### config.mk
export PLATFORM = sky130hd
export DESIGN_NAME = motion_cpu_status_monitor_bank
export DESIGN_NICKNAME = d
export VERILOG_FILES = /design/src/core/monitor_bank_pkg.sv /design/src/core/motion_cpu_status_monitor_bank.sv
export SDC_FILE = /design/constraint.sdc
export NUM_CORES = 1
export LEC_CHECK = 0
export ABC_AREA = 1
export BUFFER_PORTS_ARGS = -buffer_cell sky130_fd_sc_hd__buf_2
export CAP_MARGIN = 40
export CORE_AREA = 2 2 121 123
export DETAILED_ROUTE_END_ITERATION = 7
export DIE_AREA = 0 0 123 125
export HOLD_SLACK_MARGIN = 0.05
export PLACE_DENSITY_LB_ADDON = 0.15
export SLEW_MARGIN = 15
export SYNTH_ARGS = -nofsm -noshare
export SYNTH_HDL_FRONTEND = slang
export SYNTH_SLANG_ARGS = --single-unit
export TNS_END_PERCENT = 1
### constraint.sdc
create_clock -name clk -period 1.65 [get_ports clk]
set_clock_uncertainty 0.15 [all_clocks]
set_input_delay 0.33 -clock clk [delete_from_list [all_inputs] [get_ports clk]]
set_output_delay 0.33 -clock clk [all_outputs]
set_load 0.01 [all_outputs]
### src/core/monitor_bank_pkg.sv
// constants, types and register map of the motion status monitor bank
package monitor_bank_pkg;
    // -----------------------------------------------------------
    // widths
    // -----------------------------------------------------------
    localparam int AXES = 32;
    localparam int LEDS = 8;
    localparam int IRQ_W = 4;
    // -----------------------------------------------------------
    // register word indexes
    // -----------------------------------------------------------
    localparam logic [3:0] REG_AMP_LO = 4'h0;
    localparam logic [3:0] REG_AMP_HI = 4'h1;
    localparam logic [3:0] REG_MODE_CODE = 4'h2;
    localparam logic [3:0] REG_MODE_LO = 4'h3;
    localparam logic [3:0] REG_MODE_HI = 4'h4;
    localparam logic [3:0] REG_LINK_ERR = 4'h5;
    localparam logic [3:0] REG_CYCLE = 4'h6;
    localparam logic [3:0] REG_LED = 4'h7;
    localparam logic [3:0] REG_IRQ_STAT = 4'h8;
    localparam logic [3:0] REG_IRQ_MASK = 4'h9;
    // -----------------------------------------------------------
    // host link error codes
    // -----------------------------------------------------------
    localparam logic [15:0] LINK_NO_ERR = 16'h0000;
    localparam logic [2:0] LINK_CODE_MAX = 3'h5;
    // -----------------------------------------------------------
    // operation cycles, named in microseconds, held in nanoseconds
    // -----------------------------------------------------------
    localparam logic [15:0] CYC_0P44 = 16'h01B8;
    localparam logic [15:0] CYC_0P8 = 16'h0320;
    localparam logic [15:0] CYC_1P7 = 16'h06A4;
    localparam logic [15:0] CYC_3P5 = 16'h0DAC;
    localparam logic [15:0] CYC_7P1 = 16'h1BBC;
    localparam logic [15:0] CYC_14P2 = 16'h3778;
    localparam logic [5:0] AUTO_AX_FAST = 6'h08;
    localparam logic [5:0] AUTO_AX_MID = 6'h10;
    localparam logic [5:0] LINE_AMP_LIMIT = 6'h09;
    // -----------------------------------------------------------
    // led codes and interrupt bits
    // -----------------------------------------------------------
    localparam logic [1:0] LED_OFF = 2'h0;
    localparam logic [1:0] LED_ON = 2'h1;
    localparam logic [1:0] LED_FLICKER = 2'h2;
    localparam int IRQ_INSTALL = 0;
    localparam int IRQ_MODE = 1;
    localparam int IRQ_LINK = 2;
    localparam int IRQ_RESUME = 3;
    // -----------------------------------------------------------
    // types
    // -----------------------------------------------------------
    typedef enum logic [2:0] {
        CSEL_AUTO = 3'b000,
        CSEL_0P44 = 3'b001,
        CSEL_0P8 = 3'b010,
        CSEL_1P7 = 3'b011,
        CSEL_3P5 = 3'b100,
        CSEL_7P1 = 3'b101,
        CSEL_14P2 = 3'b110
    } cycle_sel_t;
    typedef struct packed {
        logic [15:0] code;
        logic [AXES-1:0] axes;
    } mode_err_t;
    typedef struct packed {
        logic [AXES-1:0] amp;
        mode_err_t mode;
        logic [15:0] link;
        logic [15:0] cyc;
        logic [15:0] led;
        logic [IRQ_W-1:0] stat;
        logic [IRQ_W-1:0] mask;
        logic [15:0] rdata;
        logic irq;
    } state_t;
endpackage : monitor_bank_pkg

### src/core/motion_cpu_status_monitor_bank.sv
// read-only status monitor bank of the motion cpu
//
// Added by the designer: the register addresses and the plain strobed port.
`timescale 1ns/1ps
module motion_cpu_status_monitor_bank (
    input wire logic clk, // 200 MHz system clock
    input wire logic rst_n, // async cpu reset
    input wire logic [3:0] bus_addr, // register word index
    input wire logic [15:0] bus_wdata, // write data
    input wire logic bus_wr, // write strobe
    input wire logic bus_rd, // read strobe
    output logic [15:0] bus_rdata, // read data, cycle after strobe
    input wire logic [31:0] axis_used, // axis configured as used
    input wire logic [5:0] axes_supported, // axes of variant
    input wire logic [31:0] amp_comm_ok, // amplifier link normal
    input wire logic mode_err_valid, // mode error event
    input wire monitor_bank_pkg::mode_err_t mode_err, // its info
    input wire logic link_err_valid, // host link error event
    input wire logic [2:0] link_err_code, // 1..5
    input wire logic link_resumed, // host link normal again
    input wire monitor_bank_pkg::cycle_sel_t cycle_sel, // setting
    input wire logic [5:0] line_amps_max, // most amps on a line
    input wire logic [7:0] led_on, // led lit steadily
    input wire logic [7:0] led_flicker, // led flickering
    output logic irq // level, unmasked status set
);

    // -----------------------------------------------------------
    // helpers
    // -----------------------------------------------------------

    // axes allowed by the controller variant
    function automatic logic [31:0] axis_mask(input logic [5:0] n);
        logic [31:0] m;
        m = 32'h0000_0000;
        for (int i = 0; i < monitor_bank_pkg::AXES; i++)
        begin
            m[i] = (6'(i) < n);
        end
        return m;
    endfunction : axis_mask

    // number of used axes, picks the automatic cycle
    function automatic logic [5:0] count_axes(input logic [31:0] v);
        logic [5:0] c;
        c = 6'h00;
        for (int i = 0; i < monitor_bank_pkg::AXES; i++)
        begin
            c = c + 6'(v[i]);
        end
        return c;
    endfunction : count_axes

    // two-bit led code, flicker beats steady on
    function automatic logic [1:0] led_code(input logic on,
                                            input logic fl);
        logic [1:0] c;
        c = monitor_bank_pkg::LED_OFF;
        if (fl)
        begin
            c = monitor_bank_pkg::LED_FLICKER;
        end
        else if (on)
        begin
            c = monitor_bank_pkg::LED_ON;
        end
        return c;
    endfunction : led_code

    // -----------------------------------------------------------
    // state
    // -----------------------------------------------------------
    monitor_bank_pkg::state_t st_r;
    monitor_bank_pkg::state_t st_nxt;
    logic [31:0] used_mask;
    logic [15:0] cyc_sel_us;
    logic [5:0] used_cnt;
    logic [monitor_bank_pkg::IRQ_W-1:0] ev;
    logic [monitor_bank_pkg::IRQ_W-1:0] w1c;

    // -----------------------------------------------------------
    // next state
    // -----------------------------------------------------------
    always_comb
    begin
        st_nxt = st_r;
        used_mask = axis_used & axis_mask(axes_supported);
        used_cnt = count_axes(used_mask);
        ev = '0;
        w1c = '0;

        // presence tracked every cycle, so the first edge after
        // reset release is the power-up scan
        st_nxt.amp = amp_comm_ok & used_mask;
        ev[monitor_bank_pkg::IRQ_INSTALL] = (st_nxt.amp != st_r.amp);

        // latest mode error overwrites the previous one
        if (mode_err_valid)
        begin
            st_nxt.mode.code = mode_err.code;
            st_nxt.mode.axes = mode_err.axes
                               & axis_mask(axes_supported);
            ev[monitor_bank_pkg::IRQ_MODE] = 1'b1;
        end

        // an error in the recovery cycle is kept, not wiped
        if (link_err_valid && link_err_code != 3'h0
            && link_err_code <= monitor_bank_pkg::LINK_CODE_MAX)
        begin
            st_nxt.link = {13'h0000, link_err_code};
            ev[monitor_bank_pkg::IRQ_LINK] = 1'b1;
        end
        else if (link_resumed)
        begin
            st_nxt.link = monitor_bank_pkg::LINK_NO_ERR;
            ev[monitor_bank_pkg::IRQ_RESUME] =
                (st_r.link != monitor_bank_pkg::LINK_NO_ERR);
        end

        // selected cycle; automatic follows the axis count
        case (cycle_sel)
            monitor_bank_pkg::CSEL_AUTO:
            begin
                if (used_cnt <= monitor_bank_pkg::AUTO_AX_FAST)
                begin
                    cyc_sel_us = monitor_bank_pkg::CYC_0P44;
                end
                else if (used_cnt <= monitor_bank_pkg::AUTO_AX_MID)
                begin
                    cyc_sel_us = monitor_bank_pkg::CYC_0P8;
                end
                else
                begin
                    cyc_sel_us = monitor_bank_pkg::CYC_1P7;
                end
            end
            monitor_bank_pkg::CSEL_0P44:
                cyc_sel_us = monitor_bank_pkg::CYC_0P44;
            monitor_bank_pkg::CSEL_0P8:
                cyc_sel_us = monitor_bank_pkg::CYC_0P8;
            monitor_bank_pkg::CSEL_1P7:
                cyc_sel_us = monitor_bank_pkg::CYC_1P7;
            monitor_bank_pkg::CSEL_3P5:
                cyc_sel_us = monitor_bank_pkg::CYC_3P5;
            monitor_bank_pkg::CSEL_7P1:
                cyc_sel_us = monitor_bank_pkg::CYC_7P1;
            monitor_bank_pkg::CSEL_14P2:
                cyc_sel_us = monitor_bank_pkg::CYC_14P2;
            default:
                cyc_sel_us = monitor_bank_pkg::CYC_0P8;
        endcase
        // a crowded line cannot keep up with the fastest cycle
        if (cyc_sel_us == monitor_bank_pkg::CYC_0P44
            && line_amps_max >= monitor_bank_pkg::LINE_AMP_LIMIT)
        begin
            cyc_sel_us = monitor_bank_pkg::CYC_0P8;
        end
        st_nxt.cyc = cyc_sel_us;

        // led word, two bits per led
        for (int i = 0; i < monitor_bank_pkg::LEDS; i++)
        begin
            st_nxt.led[2*i +: 2] = led_code(led_on[i],
                                            led_flicker[i]);
        end

        // only the interrupt words take writes; monitor words
        // fall through untouched
        if (bus_wr)
        begin
            case (bus_addr)
                monitor_bank_pkg::REG_IRQ_STAT:
                    w1c = bus_wdata[monitor_bank_pkg::IRQ_W-1:0];
                monitor_bank_pkg::REG_IRQ_MASK:
                    st_nxt.mask = bus_wdata[monitor_bank_pkg::IRQ_W-1:0];
                default:
                    w1c = '0;
            endcase
        end

        // set beats clear so no event is lost
        st_nxt.stat = (st_r.stat & ~w1c) | ev;
        st_nxt.irq = |(st_nxt.stat & st_nxt.mask);

        // read data valid the cycle after the strobe only
        st_nxt.rdata = 16'h0000;
        if (bus_rd)
        begin
            case (bus_addr)
                monitor_bank_pkg::REG_AMP_LO:
                    st_nxt.rdata = st_r.amp[15:0];
                monitor_bank_pkg::REG_AMP_HI:
                    st_nxt.rdata = st_r.amp[31:16];
                monitor_bank_pkg::REG_MODE_CODE:
                    st_nxt.rdata = st_r.mode.code;
                monitor_bank_pkg::REG_MODE_LO:
                    st_nxt.rdata = st_r.mode.axes[15:0];
                monitor_bank_pkg::REG_MODE_HI:
                    st_nxt.rdata = st_r.mode.axes[31:16];
                monitor_bank_pkg::REG_LINK_ERR:
                    st_nxt.rdata = st_r.link;
                monitor_bank_pkg::REG_CYCLE:
                    st_nxt.rdata = st_r.cyc;
                monitor_bank_pkg::REG_LED:
                    st_nxt.rdata = st_r.led;
                monitor_bank_pkg::REG_IRQ_STAT:
                    st_nxt.rdata = {12'h000, st_r.stat};
                monitor_bank_pkg::REG_IRQ_MASK:
                    st_nxt.rdata = {12'h000, st_r.mask};
                default:
                    st_nxt.rdata = 16'h0000;
            endcase
        end
    end

    // -----------------------------------------------------------
    // registers
    // -----------------------------------------------------------

    // reset clears presence; the scan lands one edge after release
    always_ff @(posedge clk or negedge rst_n)
    begin
        if (!rst_n)
        begin
            st_r <= '0;
        end
        else
        begin
            st_r <= st_nxt;
        end
    end

    // outputs straight from the state flops
    assign bus_rdata = st_r.rdata;
    assign irq = st_r.irq;
endmodule : motion_cpu_status_monitor_bank

# == Word-level counts from Yosys, hierarchy flattened ==
# Index checks and enable logic that the tools add are counted.
# word_totals
regBits,153
word_cells,141
in_bits,173
latchBits,0
mem_bits_ro,0
ramBits,0
memories,0
# op_classes
magnitude_cmp,36
bitwise,7
div_mod_pow,0
n_mul,0
eq_ne,16
add_sub_neg,31
reduce_logical,9
n_mux,32
n_shift,0
# op_table
operator,count
$pmux W16 S10,1
$add A6 B1 Y6,26
$and A32 B32 Y32,3
$lt A5 B6 Y1 const A,16
$pmux W16 S6,1
$mux W16,4
$lt A4 B6 Y1 const A,8
$ne A32 B32 Y1,1
$lt A3 B6 Y1 const A,4
$mux W11,2
$eq A16 B9 Y1 const B,1
$eq A4 B3 Y1 const B,4
$mux W2,8
$mux W4,4
$reduce_bool A16 Y1,1
$lt A1 B6 Y1 const A,2
$lt A2 B6 Y1 const A,2
$mux W1,12
$eq A3 B3 Y1 const B,3
$and A4 B4 Y4,2
$eq A4 B2 Y1 const B,2
$eq A4 B4 Y1 const B,2
$add A5 B1 Y6,1
$ge A6 B4 Y1 const B,1
other kinds (18),20

# == Longest topological paths before layout ==
# logic_depth
word_depth,40
ltp_mapped,30

# == Worst setup path after synthesis ==
# No wires, ideal clock.
# synth_timing
path_kind,input to register
startpoint,input axes_supported[2]
endpoint,register st_r[45] in the netlist's numbering
stages,25
required_time_ns,1.380
slack_ns,-4.334
t_arrival_ns,5.715
path_cell_list,buf_2 > nor2_2 > nand2_1 > nand2_4 > o21ai_2 > and2_1 > fa_1 > fa_1 > fa_1 > inv_1 > fa_1 > fa_1 > fa_1 > inv_1 > ha_1 > fa_1 > xor2_1 > nor3_1 > nor2_1 > nor2_1 > nor2_1 > nor2_1 > nand2_1 > o21ai_0 > inv_1
# synth_between
elab_chain_len,40
# synth_lines
item,line,source
from (decl),motion_cpu_status_monitor_bank.sv:14,"input wire logic [5:0] axes_supported,"
$lt A1 B6 Y1,motion_cpu_status_monitor_bank.sv:38,m[i] = (6'(i) < n);
$and A32 B32 Y32 *,motion_cpu_status_monitor_bank.sv:87,used_mask = axis_used & axis_mask(axes_supported);
$add A1 B1 Y2,motion_cpu_status_monitor_bank.sv:49,c = c + 6'(v[i]);
$add A2 B1 Y3,motion_cpu_status_monitor_bank.sv:49,
$add A3 B1 Y4,motion_cpu_status_monitor_bank.sv:49,
$add A4 B1 Y5,motion_cpu_status_monitor_bank.sv:49,
$add A5 B1 Y6,motion_cpu_status_monitor_bank.sv:49,
$add A6 B1 Y6 (25 in series),motion_cpu_status_monitor_bank.sv:49,
$add A6 B1 Y6 *,motion_cpu_status_monitor_bank.sv:49,
$le A6 B5 Y1,motion_cpu_status_monitor_bank.sv:128,else if (used_cnt <= monitor_bank_pkg::AUTO_AX_MID)
$mux W11,motion_cpu_status_monitor_bank.sv:128,
$mux W11 *,motion_cpu_status_monitor_bank.sv:124,if (used_cnt <= monitor_bank_pkg::AUTO_AX_FAST)
$pmux W16 S6 *,motion_cpu_status_monitor_bank.sv:121,case (cycle_sel)
$eq A16 B9 Y1,motion_cpu_status_monitor_bank.sv:153,if (cyc_sel_us == monitor_bank_pkg::CYC_0P44
$logic_and A1 B1 Y1,motion_cpu_status_monitor_bank.sv:154,&& line_amps_max >= monitor_bank_pkg::LINE_AMP_LIMIT)
$mux W16 *,motion_cpu_status_monitor_bank.sv:153,
net cyc_sel_us[4],motion_cpu_status_monitor_bank.sv:76,logic [15:0] cyc_sel_us;
to (signal assigned),motion_cpu_status_monitor_bank.sv:229,st_r <= st_nxt;
to (decl),motion_cpu_status_monitor_bank.sv:73,monitor_bank_pkg::state_t st_r;
# The timed path passes the listed nets; every way through them passes the cells marked *.
# A chain may end at the register's enable or synchronous reset.

# == Worst setup path after layout ==
# layout_timing
startpoint,input axes_supported[4]
endpoint,register st_r[48] in the netlist's numbering
# Same word-level chain as after synthesis.

==> results.yml <==
run_status:
  status: "finished with violations"
  violations: "negative setup slack"
sta:
  fmax_mhz: 184
  final-hold-violation-count: 0
  final-setup-viol-count: 9
  period_minus_slack_ns: 5.43
  rsz0062_at_grt: "yes"
  setup_ws_ns: -3.78
  finalCritPeriodShare: 3.29
  maxSlewHeadroom: 0.644
  worst-slew-pin-transition_ns: 0.532
  slew_violations: 0
  hold_slack_ns: 0.0463
logic_synthesis:
  synth_area_mm2: 0.00748
  ys_ff_latch: 135
  synth_area_leader_cell: "dfrtp_1"
  ys_types: 44
  syn_nets: 1129
  dominantRegCellSynth: "dfrtp_1"
  yosys-top-cells-area: "dfrtp_1 (45%), nand2_1 (10%), inv_1 (8.8%)"
  synth-async-reset-ratio: 1.00
  synth.avg_cell_area_um2: 8.09
  seq_area_frac_synth: 0.451
  syn_inst: 925
  yosysWarnings: 0
  synthDominantCellAreaShare: 0.451
  synth_edf_count: 0
place:
  placed_area_mm2: 0.00958
  gp_congestion: 0.975
  port_buffers: 177
  pre_cts_ws_ns: -4.23
  dpl.hpwl_um: 20600
  dp_cells: 1388
finish:
  multi_input_area_mm2: 0.00334
  mostFrequentLayoutCell: "nand2_1"
  layout.nets: 1510
  final_core_util: 0.784
  design_area_mm2: 0.0111
  seqCellArea_mm2: 0.00338
  fill_cells: 995
  drive_gt1_frac: 0.308
  syn_to_final_growth_pct: 48.7
  fin_cells: 1504
  layout_common_cells: "nand2_1 (197), buf_2 (173), inv_1 (171)"
pwr:
  p_leak_nw: 6.01
  p_per_area_mw_per_mm2: 1150
  power.share.clock: 0.315
  switching_share: 0.347
  combPwrFrac: 0.390
  worst_ir_drop_vdd_uv: 2300
  power.share.sequential: 0.295
  p_sw_mw: 4.44
  internal_power_mw: 8.37
global_routing:
  antenna_found_initial: 1
  grt_usage: 0.392
  grt_pass1_vias: 8397
  grt_max_degree: 81
  grt_pass1_wl_um: 44600
  grt_overflow: 0
routing:
  vias_per_cell: 5.48
  postRouteAntennaNets: 0
  route.detailed.drc: 0
  drt_iter0_drc: 1015
  drt_first_pass_iters: 7
  routedWlPerCell_um: 19.0
  vias: 8239
  routed_wl_um: 28600
clocking:
  clock_path_buffers: 2
  path_clk_slew_ns: 0.06
  cts_num_sinks: 135
  numCtsBuffers: 17
  h-tree-depth: 4
  insertion_delay_ns: 0.42
  cts_tree: "done"
  root_buffer: "clkbuf_16"
floorplanning:
  die_w_um: 123
  coreArea_mm2: 0.0142
  rows: 44
  ios: 190
  die_h_um: 125
  initial_core_util: 0.527
  die_area_mm2: 0.0154
worst_setup_path:
  reg2reg_from: "st_r[152]"
  worstPathRequired_ns: 1.81
  start_kind: "primary input"
  path_class: "primary input to register"
  cp_max_fo: 4
  arrival_ns: 5.58
  worstRegToRegCells: 10
  worstSetupEndpointType: "register"
  endpoint: "st_r[48]"
  regToRegSetupSlack_ns: 0.04
  r2r-end: "irq"
  startpoint: "axes_supported[4]"
min_path:
  hold_class: "primary input to register"
job:
  max_cap_violations: 0
==> layout make-up <==
type,count,share of cell area
clock buffers,18,0.0386
well taps,184,0.0207
clock inverters,14,0.0179
diodes,1,0.000225
repair buffers,398,0.258
multi-input cells,575,0.300
flip-flops and latches,135,0.304
inverters,179,0.0608
==> through the flow <==
step	setup TNS [ns]	power, mW
after global routing	-27.89	13.8
final	-26.22	12.8
after global placement	-35.00	8.12
after floorplan	-27.37	6.76
after detailed placement	-35.17	8.19
after CTS	-25.71	12.7
==> registers in the layout (all words and copies together), names as in the netlist <==
register	cells
st_r	118
irq	1
bus_rdata	16
==> per-layer routing <==
metal  track usage  vias to the layer above  share of wire
met3        0.0798                       93           0.11
met1         0.533                     3889           0.39
li1              -                     3740              -
met2         0.606                      517           0.46
met4         0.178                        0          0.046
met5             0                        -              0
==> power groups by stage <==
stage          sequential, mW  clock, mW  combinational, mW
3_5_place_dp             3.82          0               4.37
4_1_cts                  3.77       4.03               4.87
5_1_grt                  3.80       4.24               5.72
3_3_place_gp             3.81          0               4.30
2_1_floorplan            3.76          0               3.00
6_report                 3.78       4.04               4.99
==> worst max-delay path, stage by stage <==
cell and delay [ns]:
buf_8 0.11, nor2_4 0.16, buf_6 0.13, buf_6 0.11, nand3_2 0.09, nand3_2 0.09
inv_2 0.04, fa_1 0.55, fa_2 0.44, fa_1 0.51, inv_2 0.04, fa_1 0.56
fa_1 0.44, fa_1 0.51, inv_1 0.04, ha_2 0.17, fa_2 0.35, xor2_1 0.20
nor3_2 0.07, nor2_1 0.09, nor2_1 0.05, nor2_1 0.12, nor2_2 0.05, buf_4 0.14
o21a_1 0.17
==> worst min-delay path by stage <==
stage,startpoint,endpoint,cells past startpoint
final,amp_comm_ok[24],st_r[145],3
after global routing,amp_comm_ok[4],st_r[125],3
after CTS,amp_comm_ok[24],st_r[145],3
after detailed placement,rst_n,st_r[88],1
after global placement,rst_n,st_r[88],1
after floorplan,rst_n,bus_rdata[0],0
==> kinds of logic after synthesis <==
| group | count (synthesis) | share of synthesized area |
|---|---|---|
| and+or+nand+nor | 397 | 0.232 |
| buffers and inverters | 215 | 0.117 |
| AOI/OAI and AO/OA | 138 | 0.114 |
| DFF | 135 | 0.451 |
| adders and majority gates | 31 | 0.0759 |
| xor gates and xnor gates | 7 | 0.00819 |
| other | 1 | 0.000501 |
| muxes | 1 | 0.00150 |
==> what timing repair did <==
item	CTS	global route
setup endpoints to repair	9	16
setup buffers	10	0
endpoints found under the hold margin	150	0
resized for setup	30	8
pin swaps	23	2
hold buffers	73	0
==> cell usage after synthesis, drive strengths merged, types with 3 or more instances <==
| master | number |
|---|---|
| a2111oi | 5 |
| a21oi | 9 |
| a221oi | 9 |
| a31oi | 9 |
| a32o | 5 |
| and2 | 6 |
| buf | 19 |
| clkbuf | 17 |
| dfrtp | 135 |
| fa | 24 |
| ha | 7 |
| inv | 179 |
| nand2 | 206 |
| nand3 | 83 |
| nand4 | 26 |
| nor2 | 69 |
| nor3 | 3 |
| o21ai | 69 |
| o22ai | 21 |
| xor2 | 6 |
No activity file was read; power rests on OpenSTA's default activity.
